--- config.mk ---
export PLATFORM = sky130hd
export DESIGN_NAME = config_word_shadow_loader
export DESIGN_NICKNAME = d
export VERILOG_FILES = /design/src/include/cfg_loader_pkg.sv /design/src/rtl/cfg_exec_guard.sv /design/src/rtl/config_word_shadow_loader.sv
export SDC_FILE = /design/constraint.sdc
export NUM_CORES = 1
export LEC_CHECK = 0
export BUFFER_PORTS_ARGS = -buffer_cell sky130_fd_sc_hd__buf_2
export CAP_MARGIN = 20
export CORE_MARGIN = 8
export CORE_UTILIZATION = 55
export DETAILED_ROUTE_END_ITERATION = 10
export HOLD_SLACK_MARGIN = 0.03
export PLACE_DENSITY = 0.84
export REMOVE_ABC_BUFFERS = 1
export SETUP_SLACK_MARGIN = 0.1
export SLEW_MARGIN = 20
export SYNTH_ARGS = -nofsm -noshare
export SYNTH_HDL_FRONTEND = slang
export SYNTH_HIERARCHICAL = 1
export SYNTH_SLANG_ARGS = --single-unit
--- constraint.sdc ---
create_clock -name clock -period 8 [get_ports clock]
set_clock_uncertainty 0.1 [all_clocks]
set_input_delay 2.4 -clock clock [delete_from_list [all_inputs] [get_ports clock]]
set_output_delay 2.4 -clock clock [all_outputs]
set_load 0.005 [all_outputs]
--- src/include/cfg_loader_pkg.sv ---
package cfg_loader_pkg;

    // ****************************************
    // Flash geometry
    // ****************************************
    localparam int          FLASH_AW        = 15;
    localparam int          FLASH_DW        = 24;
    localparam int          PAGE_AW         = 10;
    localparam int          CFG_WORDS       = 8;
    localparam int          CFG_IW          = 3;
    localparam int          BOOT_SEQ_W      = 12;
    localparam int          BOOT_SEQ_WORD_IDX = 0;
    localparam logic [FLASH_AW-1:0] FLASH_TOP     = 15'h7FFF;
    localparam logic [FLASH_AW-1:0] CFG_BASE      = 15'h7FF8;
    localparam logic [FLASH_AW-PAGE_AW-1:0] LAST_PAGE = 5'h1F;
    localparam logic [FLASH_DW-1:0] ERASED_WORD   = 24'hFFFFFF;
    localparam logic [FLASH_DW-1:0] SHADOW_RESET  = 24'h000000;
    localparam logic [BOOT_SEQ_W-1:0] BOOT_SEQ_RESET = 12'hFFF;
    localparam logic [3:0]          EXEC_RST_CYC  = 4'h4;

    // ****************************************
    // Types
    // ****************************************
    typedef enum logic [2:0]
    {
        ST_SEQ_A  = 3'b000,
        ST_SEQ_B  = 3'b001,
        ST_LOAD   = 3'b011,
        ST_DONE   = 3'b010,
        ST_ERR    = 3'b110
    } load_state_t;

    typedef struct packed
    {
        logic                panel;
        logic [FLASH_AW-1:0] addr;
    } flash_req_t;

    typedef struct packed
    {
        logic                valid;
        logic [FLASH_DW-1:0] data;
    } flash_rsp_t;

endpackage : cfg_loader_pkg

--- src/rtl/cfg_exec_guard.sv ---
`timescale 1ns/10ps
module cfg_exec_guard
(
    // Clock and reset
    input  wire logic                           clock,
    input  wire logic                           rst_n,
    // Fetch watch
    input  wire logic                           fetch_valid,
    input  wire logic [cfg_loader_pkg::FLASH_AW-1:0] fetch_addr,
    // Reset request
    output logic                                exec_reset
);
    import cfg_loader_pkg::*;

    logic [3:0] cnt_q;
    logic [3:0] cnt_d;
    wire        hit = fetch_valid && (fetch_addr >= CFG_BASE);

    // Stretched reset on fetch from configuration space
    assign cnt_d      = hit ? EXEC_RST_CYC : ((cnt_q != 4'h0) ? cnt_q - 4'h1 : 4'h0);
    assign exec_reset = (cnt_q != 4'h0);

    always_ff @(posedge clock or negedge rst_n)
    begin
        if (!rst_n)
            cnt_q <= 4'h0;
        else
            cnt_q <= cnt_d;
    end

endmodule : cfg_exec_guard

--- src/rtl/config_word_shadow_loader.sv ---
`timescale 1ns/10ps
module config_word_shadow_loader
(
    // Clock and reset
    input  wire logic                                clock,
    input  wire logic                                rst_n,
    input  wire logic                                ext_reset,
    // Mode
    input  wire logic                                dual_partition,
    // Flash read port
    output cfg_loader_pkg::flash_req_t               flash_req,
    output logic                                     flash_rd,
    input  wire cfg_loader_pkg::flash_rsp_t          flash_rsp,
    // Flash erase watch
    input  wire logic                                erase_done,
    input  wire logic                                erase_panel,
    input  wire logic [cfg_loader_pkg::FLASH_AW-1:0] erase_addr,
    // Fetch watch
    input  wire logic                                fetch_valid,
    input  wire logic [cfg_loader_pkg::FLASH_AW-1:0] fetch_addr,
    // Shadow outputs
    output logic [cfg_loader_pkg::CFG_WORDS*cfg_loader_pkg::FLASH_DW-1:0] shadow,
    output logic                                     active_panel,
    output logic                                     cfg_erased,
    // Core control
    output logic                                     core_reset,
    output logic                                     exec_reset
);
    import cfg_loader_pkg::*;

    // ****************************************
    // Declarations
    // ****************************************
    load_state_t                 state_q;
    load_state_t                 state_d;
    logic [CFG_IW-1:0]           idx_q;
    logic                        rd_q;
    logic                        panel_q;
    logic [BOOT_SEQ_W-1:0]       seq_a_q;
    logic                        seq_valid_a_q;
    logic [FLASH_DW-1:0]         shadow_q [CFG_WORDS];
    logic                        erased_q [2];
    logic                        erase_hit;
    logic                        dev_reset;

    function automatic logic seq_valid(input logic [FLASH_DW-1:0] w);
        seq_valid = (w[2*BOOT_SEQ_W-1:BOOT_SEQ_W] == ~w[BOOT_SEQ_W-1:0]);
    endfunction : seq_valid

    function automatic logic [BOOT_SEQ_W-1:0] seq_num(input logic [FLASH_DW-1:0] w);
        seq_num = w[BOOT_SEQ_W-1:0];
    endfunction : seq_num

    // ****************************************
    // Reset sources
    // ****************************************
    cfg_exec_guard u_guard
    (
        .clock       (clock),
        .rst_n       (rst_n),
        .fetch_valid (fetch_valid),
        .fetch_addr  (fetch_addr),
        .exec_reset  (exec_reset)
    );

    assign dev_reset = ext_reset || exec_reset;

    // ****************************************
    // Sequencer
    // ****************************************
    wire         rsp_ok   = flash_rsp.valid;
    wire         last_idx = (idx_q == CFG_IW'(CFG_WORDS - 1));
    wire  [FLASH_DW-1:0] rsp_word = erased_q[panel_q] ? ERASED_WORD : flash_rsp.data;
    wire  [FLASH_DW-1:0] rsp_b = erased_q[1'b1] ? ERASED_WORD : flash_rsp.data;
    wire  [FLASH_DW-1:0] rsp_a = erased_q[1'b0] ? ERASED_WORD : flash_rsp.data;
    // Lower sequence number wins; an invalid field loses
    wire         pick_b   = seq_valid(rsp_b) &&
                            (!seq_valid_a_q || (seq_num(rsp_b) < seq_a_q));
    // Panel 0 sequence word, then panel 1, then the chosen panel
    wire         req_panel = (state_q == ST_SEQ_B) ||
                             ((state_q != ST_SEQ_A) && panel_q);

    always_comb
    begin
        state_d = state_q;
        case (state_q)
            ST_SEQ_A: if (rsp_ok) state_d = ST_SEQ_B;
            ST_SEQ_B: if (rsp_ok) state_d = ST_LOAD;
            ST_LOAD:  if (rsp_ok && last_idx) state_d = ST_DONE;
            ST_DONE:  state_d = ST_DONE;
            default:  state_d = ST_ERR;
        endcase
    end

    assign flash_rd          = rd_q;
    assign flash_req.panel   = req_panel;
    assign flash_req.addr    = CFG_BASE + FLASH_AW'(idx_q);
    assign core_reset        = (state_q != ST_DONE) || dev_reset;
    assign active_panel      = panel_q;
    assign cfg_erased        = erased_q[panel_q];

    always_ff @(posedge clock or negedge rst_n)
    begin
        if (!rst_n)
        begin
            state_q       <= ST_SEQ_A;
            idx_q         <= '0;
            rd_q          <= 1'b0;
            panel_q       <= 1'b0;
            seq_a_q       <= BOOT_SEQ_RESET;
            seq_valid_a_q <= 1'b0;
        end
        else if (dev_reset)
        begin
            state_q       <= ST_SEQ_A;
            idx_q         <= '0;
            rd_q          <= 1'b0;
            panel_q       <= 1'b0;
            seq_a_q       <= BOOT_SEQ_RESET;
            seq_valid_a_q <= 1'b0;
        end
        else
        begin
            state_q <= state_d;
            // Strobe stays up through the whole load so each request stands
            rd_q    <= (state_d != ST_DONE) && (state_d != ST_ERR);
            if (state_q == ST_SEQ_A && rsp_ok)
            begin
                seq_a_q       <= seq_num(rsp_a);
                seq_valid_a_q <= seq_valid(rsp_a);
            end
            if (state_q == ST_SEQ_B && rsp_ok)
                panel_q <= dual_partition && pick_b;
            if (state_q == ST_LOAD && rsp_ok && !last_idx)
                idx_q <= idx_q + CFG_IW'(1);
        end
    end

    // ****************************************
    // Shadow registers
    // ****************************************
    genvar g;
    generate
        for (g = 0; g < CFG_WORDS; g++)
        begin : g_shadow
            always_ff @(posedge clock or negedge rst_n)
            begin
                if (!rst_n)
                    shadow_q[g] <= SHADOW_RESET;
                else if (state_q == ST_LOAD && rsp_ok && idx_q == CFG_IW'(g))
                    shadow_q[g] <= rsp_word;
            end
            assign shadow[g*FLASH_DW +: FLASH_DW] = shadow_q[g];
        end
    endgenerate

    // ****************************************
    // Last page erase tracking
    // ****************************************
    assign erase_hit = erase_done && (erase_addr[FLASH_AW-1:PAGE_AW] == LAST_PAGE);

    generate
        for (g = 0; g < 2; g++)
        begin : g_erase
            always_ff @(posedge clock or negedge rst_n)
            begin
                if (!rst_n)
                    erased_q[g] <= 1'b0;
                else if (erase_hit && erase_panel == 1'(g))
                    erased_q[g] <= 1'b1;
                else if (flash_rd && rsp_ok && flash_req.panel == 1'(g)
                         && flash_rsp.data != ERASED_WORD)
                    erased_q[g] <= 1'b0;
            end
        end
    endgenerate

endmodule : config_word_shadow_loader

Yosys cells after proc, flatten, opt, wreduce, memory -nomap -nowiden
Index checks and enable logic that the tools add are counted.
{"block": "totals", "ff_bits": 219, "in_bits": 62, "out_inout_bits": 213, "word_cells": 112}
{"block": "classes", "n_addsub": 3, "order_cmp": 3, "eq_ne": 17, "muxes": 26, "n_bitwise": 5, "reduce_logical": 41}
{"cell": "$mux W24", "n": 3}
{"cell": "$logic_and A1 B1 Y1", "n": 26}
{"cell": "$eq A12 B12 Y1", "n": 2}
{"cell": "$mux W12", "n": 2}
{"cell": "$ne A24 B24 Y1 const B", "n": 1}
{"cell": "$not A12 Y12", "n": 2}
{"cell": "$mux W3", "n": 6}
{"cell": "$ge A15 B15 Y1 const B", "n": 1}
{"cell": "$eq A3 B2 Y1 const B", "n": 4}
{"cell": "$eq A3 B3 Y1 const B", "n": 4}
{"cell": "$lt A12 B12 Y1", "n": 1}
{"cell": "$mux W1", "n": 12}
{"cell": "$pmux W3 S4", "n": 1}
{"cell": "$reduce_bool A2 Y1", "n": 5}
{"cell": "$mux W4", "n": 2}
{"cell": "$eq A3 B1 Y1 const B", "n": 2}
{"cell": "$logic_not A3 Y1", "n": 2}
{"cell": "$ne A3 B2 Y1 const B", "n": 2}
{"cell": "$add A4 B4 Y5 const A", "n": 1}
{"cell": "$eq A5 B5 Y1 const B", "n": 1}
{"cell": "$logic_or A1 B1 Y1", "n": 4}
{"cell": "$reduce_bool A4 Y1", "n": 1}
{"cell": "$sub A4 B1 Y4 const B", "n": 1}
{"cell": "$add A3 B1 Y3 const B", "n": 1}
{"cell": "6 further kinds", "n": 8}

Depth between registers and ports, before layout
Gate-level depths: netlist (run 1).
{"block": "depth", "word_depth": 8, "mapped_depth": 10, "mapped_depth_nobuf": 10}

By module
Netlist (run 1), hierarchy kept.
{"mod": "config_word_shadow_loader", "n_inst": 1, "cells_per_inst": 857, "area_each_um2": 8592.0, "seq_area_each_um2": 5395.2}
{"mod": "cfg_exec_guard", "n_inst": 1, "cells_per_inst": 23, "area_each_um2": 232.7, "seq_area_each_um2": 100.1}

Worst setup path after synthesis (run 1)
OpenSTA, ideal clock, no wires.
{"block": "synth_path", "kind": "input -> output", "start": "input port ext_reset", "end": "output port core_reset", "arrival_time_ns": 3.180, "required_time_ns": 5.500, "slack_ns": 2.320, "path_stages": 2, "n_path_buf": 0, "path_cell_list": "or3_1 or3b_2"}
{"block": "synth_between", "elab_chain_len": 2}
{"element": "start, declared", "line_no": "config_word_shadow_loader.sv:7", "rtl": "input wire logic ext_reset,"}
{"element": "$logic_or A1 B1 Y1", "line_no": "config_word_shadow_loader.sv:66", "rtl": "assign dev_reset = ext_reset || exec_reset;"}
{"element": "$logic_or A1 B1 Y1", "line_no": "config_word_shadow_loader.sv:98", "rtl": "assign core_reset = (state_q != ST_DONE) || dev_reset;"}
{"element": "end, declared", "line_no": "config_word_shadow_loader.sv:26", "rtl": "output logic core_reset,"}
Every way passes these cells.

Worst setup path after layout (run 1)
Same ends and word-level chain as after synthesis.

==> results of run 1 <==
-- report_power, final --
part           leakage [uW]  switching [uW]  total, uW  internal, uW
Clock              0.000365             418       1050           637
Sequential          0.00300            29.5       1160          1130
Combinational       0.00258             190        270          80.0
Total               0.00595             638       2490          1850
-- layout make-up --
class	count	area (um^2)	share of cell area (%)
Antenna cell	2	5.00	0.0461
Tap cell	216	270	2.49
Inverter	18	67.6	0.622
Multi-Input combinational cell	593	3000	27.6
Sequential cell	219	5500	50.6
Clock inverter	6	82.6	0.761
Timing Repair Buffer	250	1270	11.7
Clock buffer	33	663	6.11
-- cell usage in the layout (no fill, tap or decap), types with 2 or more instances in the layout --
master	synthesis	final
xor2_1	12	12
o21ai_1	3	3
and2_2	0	3
mux2i_1	2	2
and3_2	0	3
nand3b_1	3	3
diode_2	0	2
nand3_1	3	3
dfrtp_1	207	207
clkbuf_16	0	23
nor2_1	192	192
clkbuf_1	20	5
clkinv_2	0	3
or2_2	12	12
nand2b_1	2	2
buf_2	22	248
clkbuf_8	0	6
a21oi_1	153	153
nand2_1	61	59
mux2_2	2	2
ha_1	18	18
inv_1	18	18
nand2_2	0	2
dfstp_2	12	12
nand4_1	11	11
nor2b_1	3	3
nor3_1	18	18
bufinv_16	0	2
conb_1	1	12
o21ai_0	62	62
-- per-layer routing --
metal	share of wire, %	wire length, um
met5	0	0
met4	1.8	442
met3	8.4	2080
met2	50	12400
met1	40	9850
-- worst max path at each step --
stage | cells past startpoint | end | slack, ps | start
floorplan | 2 | core_reset | 2320 | ext_reset
global placement | 4 | core_reset | 2050 | ext_reset
detailed placement | 4 | core_reset | 2050 | ext_reset
CTS | 4 | core_reset | 2050 | ext_reset
global route | 4 | core_reset | 2020 | ext_reset
finish | 4 | core_reset | 2040 | ext_reset
-- through the flow --
| step | util (%) | total power (uW) |
|---|---|---|
| floorplan | - | 1330 |
| global placement | 64.0 | 1440 |
| detailed placement | 64.1 | 1450 |
| CTS | 68.8 | 2500 |
| global route | 68.8 | 2580 |
| finish | 68.8 | 2490 |
-- state kept, by name, summed over array words and instances (netlist names) --
| signal | cells |
|---|---|
| shadow | 192 |
| seq_a_q | 12 |
| u_guard/cnt_q | 4 |
| idx_q | 3 |
| state_q | 3 |
| erased_q | 2 |
| active_panel | 1 |
| flash_rd | 1 |
| seq_valid_a_q | 1 |
-- cell families (layout without fill, tap and decap cells) --
kind of cell,after synthesis,after routing,share of synthesized area [%]
and+or+nand+nor,322,322,15.9
adders and majority gates,18,18,2.55
other,1,14,0.0425
DFF,219,219,62.3
buffers and inverters,79,307,4.48
xor gates and xnor gates,13,13,1.29
AOI/OAI and AO/OA,224,224,13.0
muxes,4,4,0.482
-- worst max-delay path, cell delays in order --
cell    delay [ps]
buf_2          100
or3_1          350
or3b_2         460
buf_2          140
==> impl_metrics.csv, run 1 <==
group,metric,value,unit
synth,yosysTopAreaCellShare,58.7,%
worst_hold_path,min_path_cells,2,
die,start_util,56.0,%
sta,max_freq,0.168,GHz
synth,synth_area_leaders,"dfrtp_1, a21oi_1, nor2_1",
synth,postSynthCellCount,880,
global_route,grt.busiest_layer,"met2",
clocking,post_cts_buffers,0,
sta,setup_slack,2040,ps
synth,avgSynthCellArea,10.0,um^2
clocking,ctsRootBufferMaster,"clkbuf_16",
synth,yosysWarningCount,6,
sta,period_share,74.5,%
synth,synth.distinct_cells,42,
synth,yosys-top-cells-count,"dfrtp_1, nor2_1, a21oi_1",
critical_path,r2r-end,"active_panel",
synth,synth_area,0.00882,mm^2
global_route,grt_overflow,0,
die,core-area,0.0158,mm^2
sta,worst_pin_slew,1050,ps
synth,synth_most_common_cell,"dfrtp_1",
clocking,cts.sinks,219,
critical_path,rr_worst_depth,10,
global_route,use_met3,5.98,%
placed_design,portBuffers,249,
sta,report.final.slew_viol_count,0,
sta,final-hold-violation-count,0,
synth,synth_seq_cells,219,
cells_and_area,stdcell_area,0.0109,mm^2
worst_hold_path,hp-class,"flop to flop",
global_route,grt_pass1_vias,7408,
routing,route.detailed.drc,0,
synth,ys_seq_area_share,62.3,%
critical_path,cp-end-kind,"output port",
die,die-area,0.0204,mm^2
global_route,use_met2,42.3,%
clocking,clk_latency,490,ps
routing,antenna_left,0,
global_route,grt_max_degree,111,
global_route,grt_use_met1,28.9,%
critical_path,cp.arrival,3460,ps
clocking,cts_tree,"yes",
synth,ys_async_sr_fraction,100,%
sta,slew-limit-headroom,30.2,%
cells_and_area,fillers,1242,
critical_path,rrSetupSlack,5240,ps
routing,via_count,7132,
routing,drtIter0Drc,360,
critical_path,crit_path_max_fanout,3,
sta,finalSetupViolations,0,
routing,wl_per_cell,18.5,um
clocking,cts-buffers-inserted,22,
die,io_pins,275,
critical_path,reg2reg_from,"u_guard/cnt_q[0]",
power,p_leak,0.00595,uW
synth,ys.flop_type,"dfrtp_1",
worst_hold_path,whs_endpoint,"shadow[175]",
clocking,max-clock-path-buffers,3,
clocking,cts_resized,0,
placed_design,dp_cells,1296,
status,status,"finished clean",
cells_and_area,fin_nets,1184,
sta,tns,0,ps
synth,yosysTopAreaCell,"dfrtp_1",
placed_design,dp_hpwl,16800,um
placed_design,placed_area,0.0101,mm^2
global_route,grtUsageTotal,24.1,%
worst_hold_path,worstHoldStart,"shadow[175]",
routing,routed_via_density,5.33,
placed_design,gp_congestion,0.809,
die,die_h,143,um
sta,rsz0062_at_grt,"false",
cells_and_area,drive_gt1_share,29.0,%
routing,wirelength,24800,um
sta,period_needed,5960,ps
global_route,grt_antenna_before_repair,1,
placed_design,place_ws,2050,ps
sta,worst_hold_slack,371,ps
power,vdd_drop_max,151,uV
clocking,clkTransAtPathRegs,60,ps
clocking,cts.htree.levels,1,
power,p_per_area,229,mW/mm^2
cells_and_area,area_delta_synth_final,23.0,%
global_route,grt_pass1_wl,39300,um
critical_path,worst-setup-path-type,"primary input to output port",
routing,drtPass1Iterations,5,
critical_path,critPathLaunchType,"primary input",
cells_and_area,final_cells,1337,
critical_path,cp.required,5500,ps
die,die_w,143,um
clocking,cts_hold_buf,0,
synth,synth-edff-count,0,
run,maxCapViolations,0,
die,rows,46,
(Power assumes the default switching activity.)
==> inputs of run 2 (changes only) <==
--- a/config.mk
+++ b/config.mk
@@ -8,10 +8,10 @@
 export BUFFER_PORTS_ARGS = -buffer_cell sky130_fd_sc_hd__buf_2
 export CAP_MARGIN = 20
 export CORE_MARGIN = 8
-export CORE_UTILIZATION = 55
+export CORE_UTILIZATION = 46
 export DETAILED_ROUTE_END_ITERATION = 10
 export HOLD_SLACK_MARGIN = 0.03
-export PLACE_DENSITY = 0.84
+export PLACE_DENSITY = 0.75
 export REMOVE_ABC_BUFFERS = 1
 export SETUP_SLACK_MARGIN = 0.1
 export SLEW_MARGIN = 20
==> constraint.sdc (replaced) <==
create_clock -name clock -period 4.9 [get_ports clock]
set_clock_uncertainty 0.1 [all_clocks]
set_input_delay 1.47 -clock clock [delete_from_list [all_inputs] [get_ports clock]]
set_output_delay 1.47 -clock clock [all_outputs]
set_load 0.005 [all_outputs]
==> run 2 against run 1 <==
Clock power rose by 71%. Total power is 66% higher. First-iteration DRC count decreased by 29%. Utilization fell by 11 points. Via count shrank 0.72%. Worst setup slack worse by 1400 ps. Hold slack worse by 5.9 ps. Sequential power is 64% higher.
==> impl_metrics.csv, run 2 (synthesis results as in run 1) <==
group,metric,value,unit
global_route,grt_pass1_wl,39600,um
clocking,clk_latency,490,ps
clocking,cts.htree.levels,1,
sta,max_freq,0.237,GHz
cells_and_area,stdcell_area,0.0109,mm^2
sta,report.final.slew_viol_count,0,
clocking,cts_hold_buf,0,
cells_and_area,final_cell_mix,"buf_2, dfrtp_1, nor2_1",
critical_path,rr_worst_depth,10,
sta,rsz0062_at_grt,"false",
sta,tns,0,ps
critical_path,r2r-end,"active_panel",
placed_design,portBuffers,249,
critical_path,worst-setup-path-type,"flop to output port",
die,io_pins,275,
cells_and_area,fin_util,58.3,%
cells_and_area,n_antenna_cell,0,
global_route,grt_overflow,0,
power,vdd_drop_max,240,uV
global_route,grt_pass1_vias,7098,
clocking,cts_tree,"yes",
clocking,cts.sinks,219,
sta,period_share,86.1,%
placed_design,gp_congestion,0.797,
clocking,cts_resized,0,
die,die-area,0.0239,mm^2
status,status,"finished clean",
routing,via_count,7081,
routing,routed_via_density,5.22,
routing,drtIter0Drc,254,
routing,wl_per_cell,18.6,um
die,start_util,47.0,%
cells_and_area,largest_reg_flops,192,
critical_path,critPathLaunchType,"flop",
routing,wirelength,25300,um
run,maxCapViolations,0,
critical_path,reg2reg_from,"u_guard/cnt_q[0]",
cells_and_area,drive_gt1_share,29.5,%
sta,worst_pin_slew,1090,ps
worst_hold_path,hp-class,"flop to flop",
die,rows,50,
sta,slew-limit-headroom,27.1,%
critical_path,cp.required,3330,ps
cells_and_area,layout_commonest_cell,"buf_2",
die,core-area,0.0188,mm^2
critical_path,rrSetupSlack,2170,ps
clocking,max-clock-path-buffers,3,
global_route,grt_antenna_before_repair,1,
cells_and_area,seqCellArea,0.00550,mm^2
global_route,grt_max_degree,90,
cells_and_area,fillers,1636,
routing,antenna_left,0,
clocking,post_cts_buffers,0,
global_route,grtUsageTotal,20.6,%
placed_design,dp_cells,1316,
power,p_per_area,378,mW/mm^2
routing,route.detailed.drc,0,
critical_path,cp.arrival,2650,ps
cells_and_area,area_delta_synth_final,23.9,%
placed_design,dp_hpwl,17500,um
sta,finalSetupViolations,0,
power,p_leak,0.00599,uW
clocking,cts-buffers-inserted,23,
die,die_h,155,um
die,die_w,155,um
routing,drtPass1Iterations,4,
placed_design,placed_area,0.0101,mm^2
critical_path,cp-end-kind,"output port",
clocking,clkTransAtPathRegs,60,ps
cells_and_area,final_cells,1357,
cells_and_area,multi_input_area,0.00300,mm^2
clocking,ctsRootBufferMaster,"clkbuf_16",
sta,period_needed,4220,ps
power,power,4140,uW
critical_path,endpoint,"core_reset",
critical_path,critPathLaunch,"u_guard/cnt_q[0]",
cells_and_area,fin_nets,1187,
sta,final-hold-violation-count,0,
critical_path,crit_path_max_fanout,4,
==> run 2: through the flow <==
step           setup WS (ps)  hold WS, ps
2_1_floorplan           1080          337
5_1_grt                  467          393
3_3_place_gp             820          355
3_5_place_dp             813          360
4_1_cts                  635          369
6_report                 682          365
==> run 2: how the worst min path moves through the flow <==
stage	startpoint	to	slack, ps	cells past startpoint
3_5_place_dp	u_guard/cnt_q[0]	u_guard/cnt_q[0]	360	1
4_1_cts	u_guard/cnt_q[0]	u_guard/cnt_q[0]	370	1
3_3_place_gp	shadow[189]	shadow[189]	360	2
6_report	u_guard/cnt_q[0]	u_guard/cnt_q[0]	370	1
5_1_grt	shadow[190]	shadow[190]	390	2
2_1_floorplan	u_guard/cnt_q[0]	u_guard/cnt_q[0]	340	1
==> run 2: final cells by class <==
type | count | share of cell area (%)
inverters | 18 | 0.618
clock buffers | 31 | 6.09
well taps | 234 | 2.68
clock inverters | 10 | 1.19
multi-input cells | 593 | 27.4
flip-flops and latches | 219 | 50.2
repair buffers | 252 | 11.8
==> run 2: worst max-delay path: stages (launching register included) <==
cell     delay, ps
dfrtp_1        390
inv_1           60
ha_1           170
nor2b_1        160
nor2b_1        260
inv_1          120
or3_1          400
or3b_2         460
buf_2          140
==> run 2: report_power, final <==
part	internal, uW	switching, uW	total, uW
sequential	1850	46.7	1900
clock	1110	694	1800
combinational	130	305	435
total	3090	1050	4140
==> run 2: layer usage <==
layer / vias up / global-route usage (%) / wire length, um
li1: 3371 / - / -
met1: 3422 / 25.2 / 10300
met2: 242 / 35.2 / 12300
met3: 44 / 6.05 / 2070
met4: 2 / 5.04 / 516
met5: - / 0 / 8
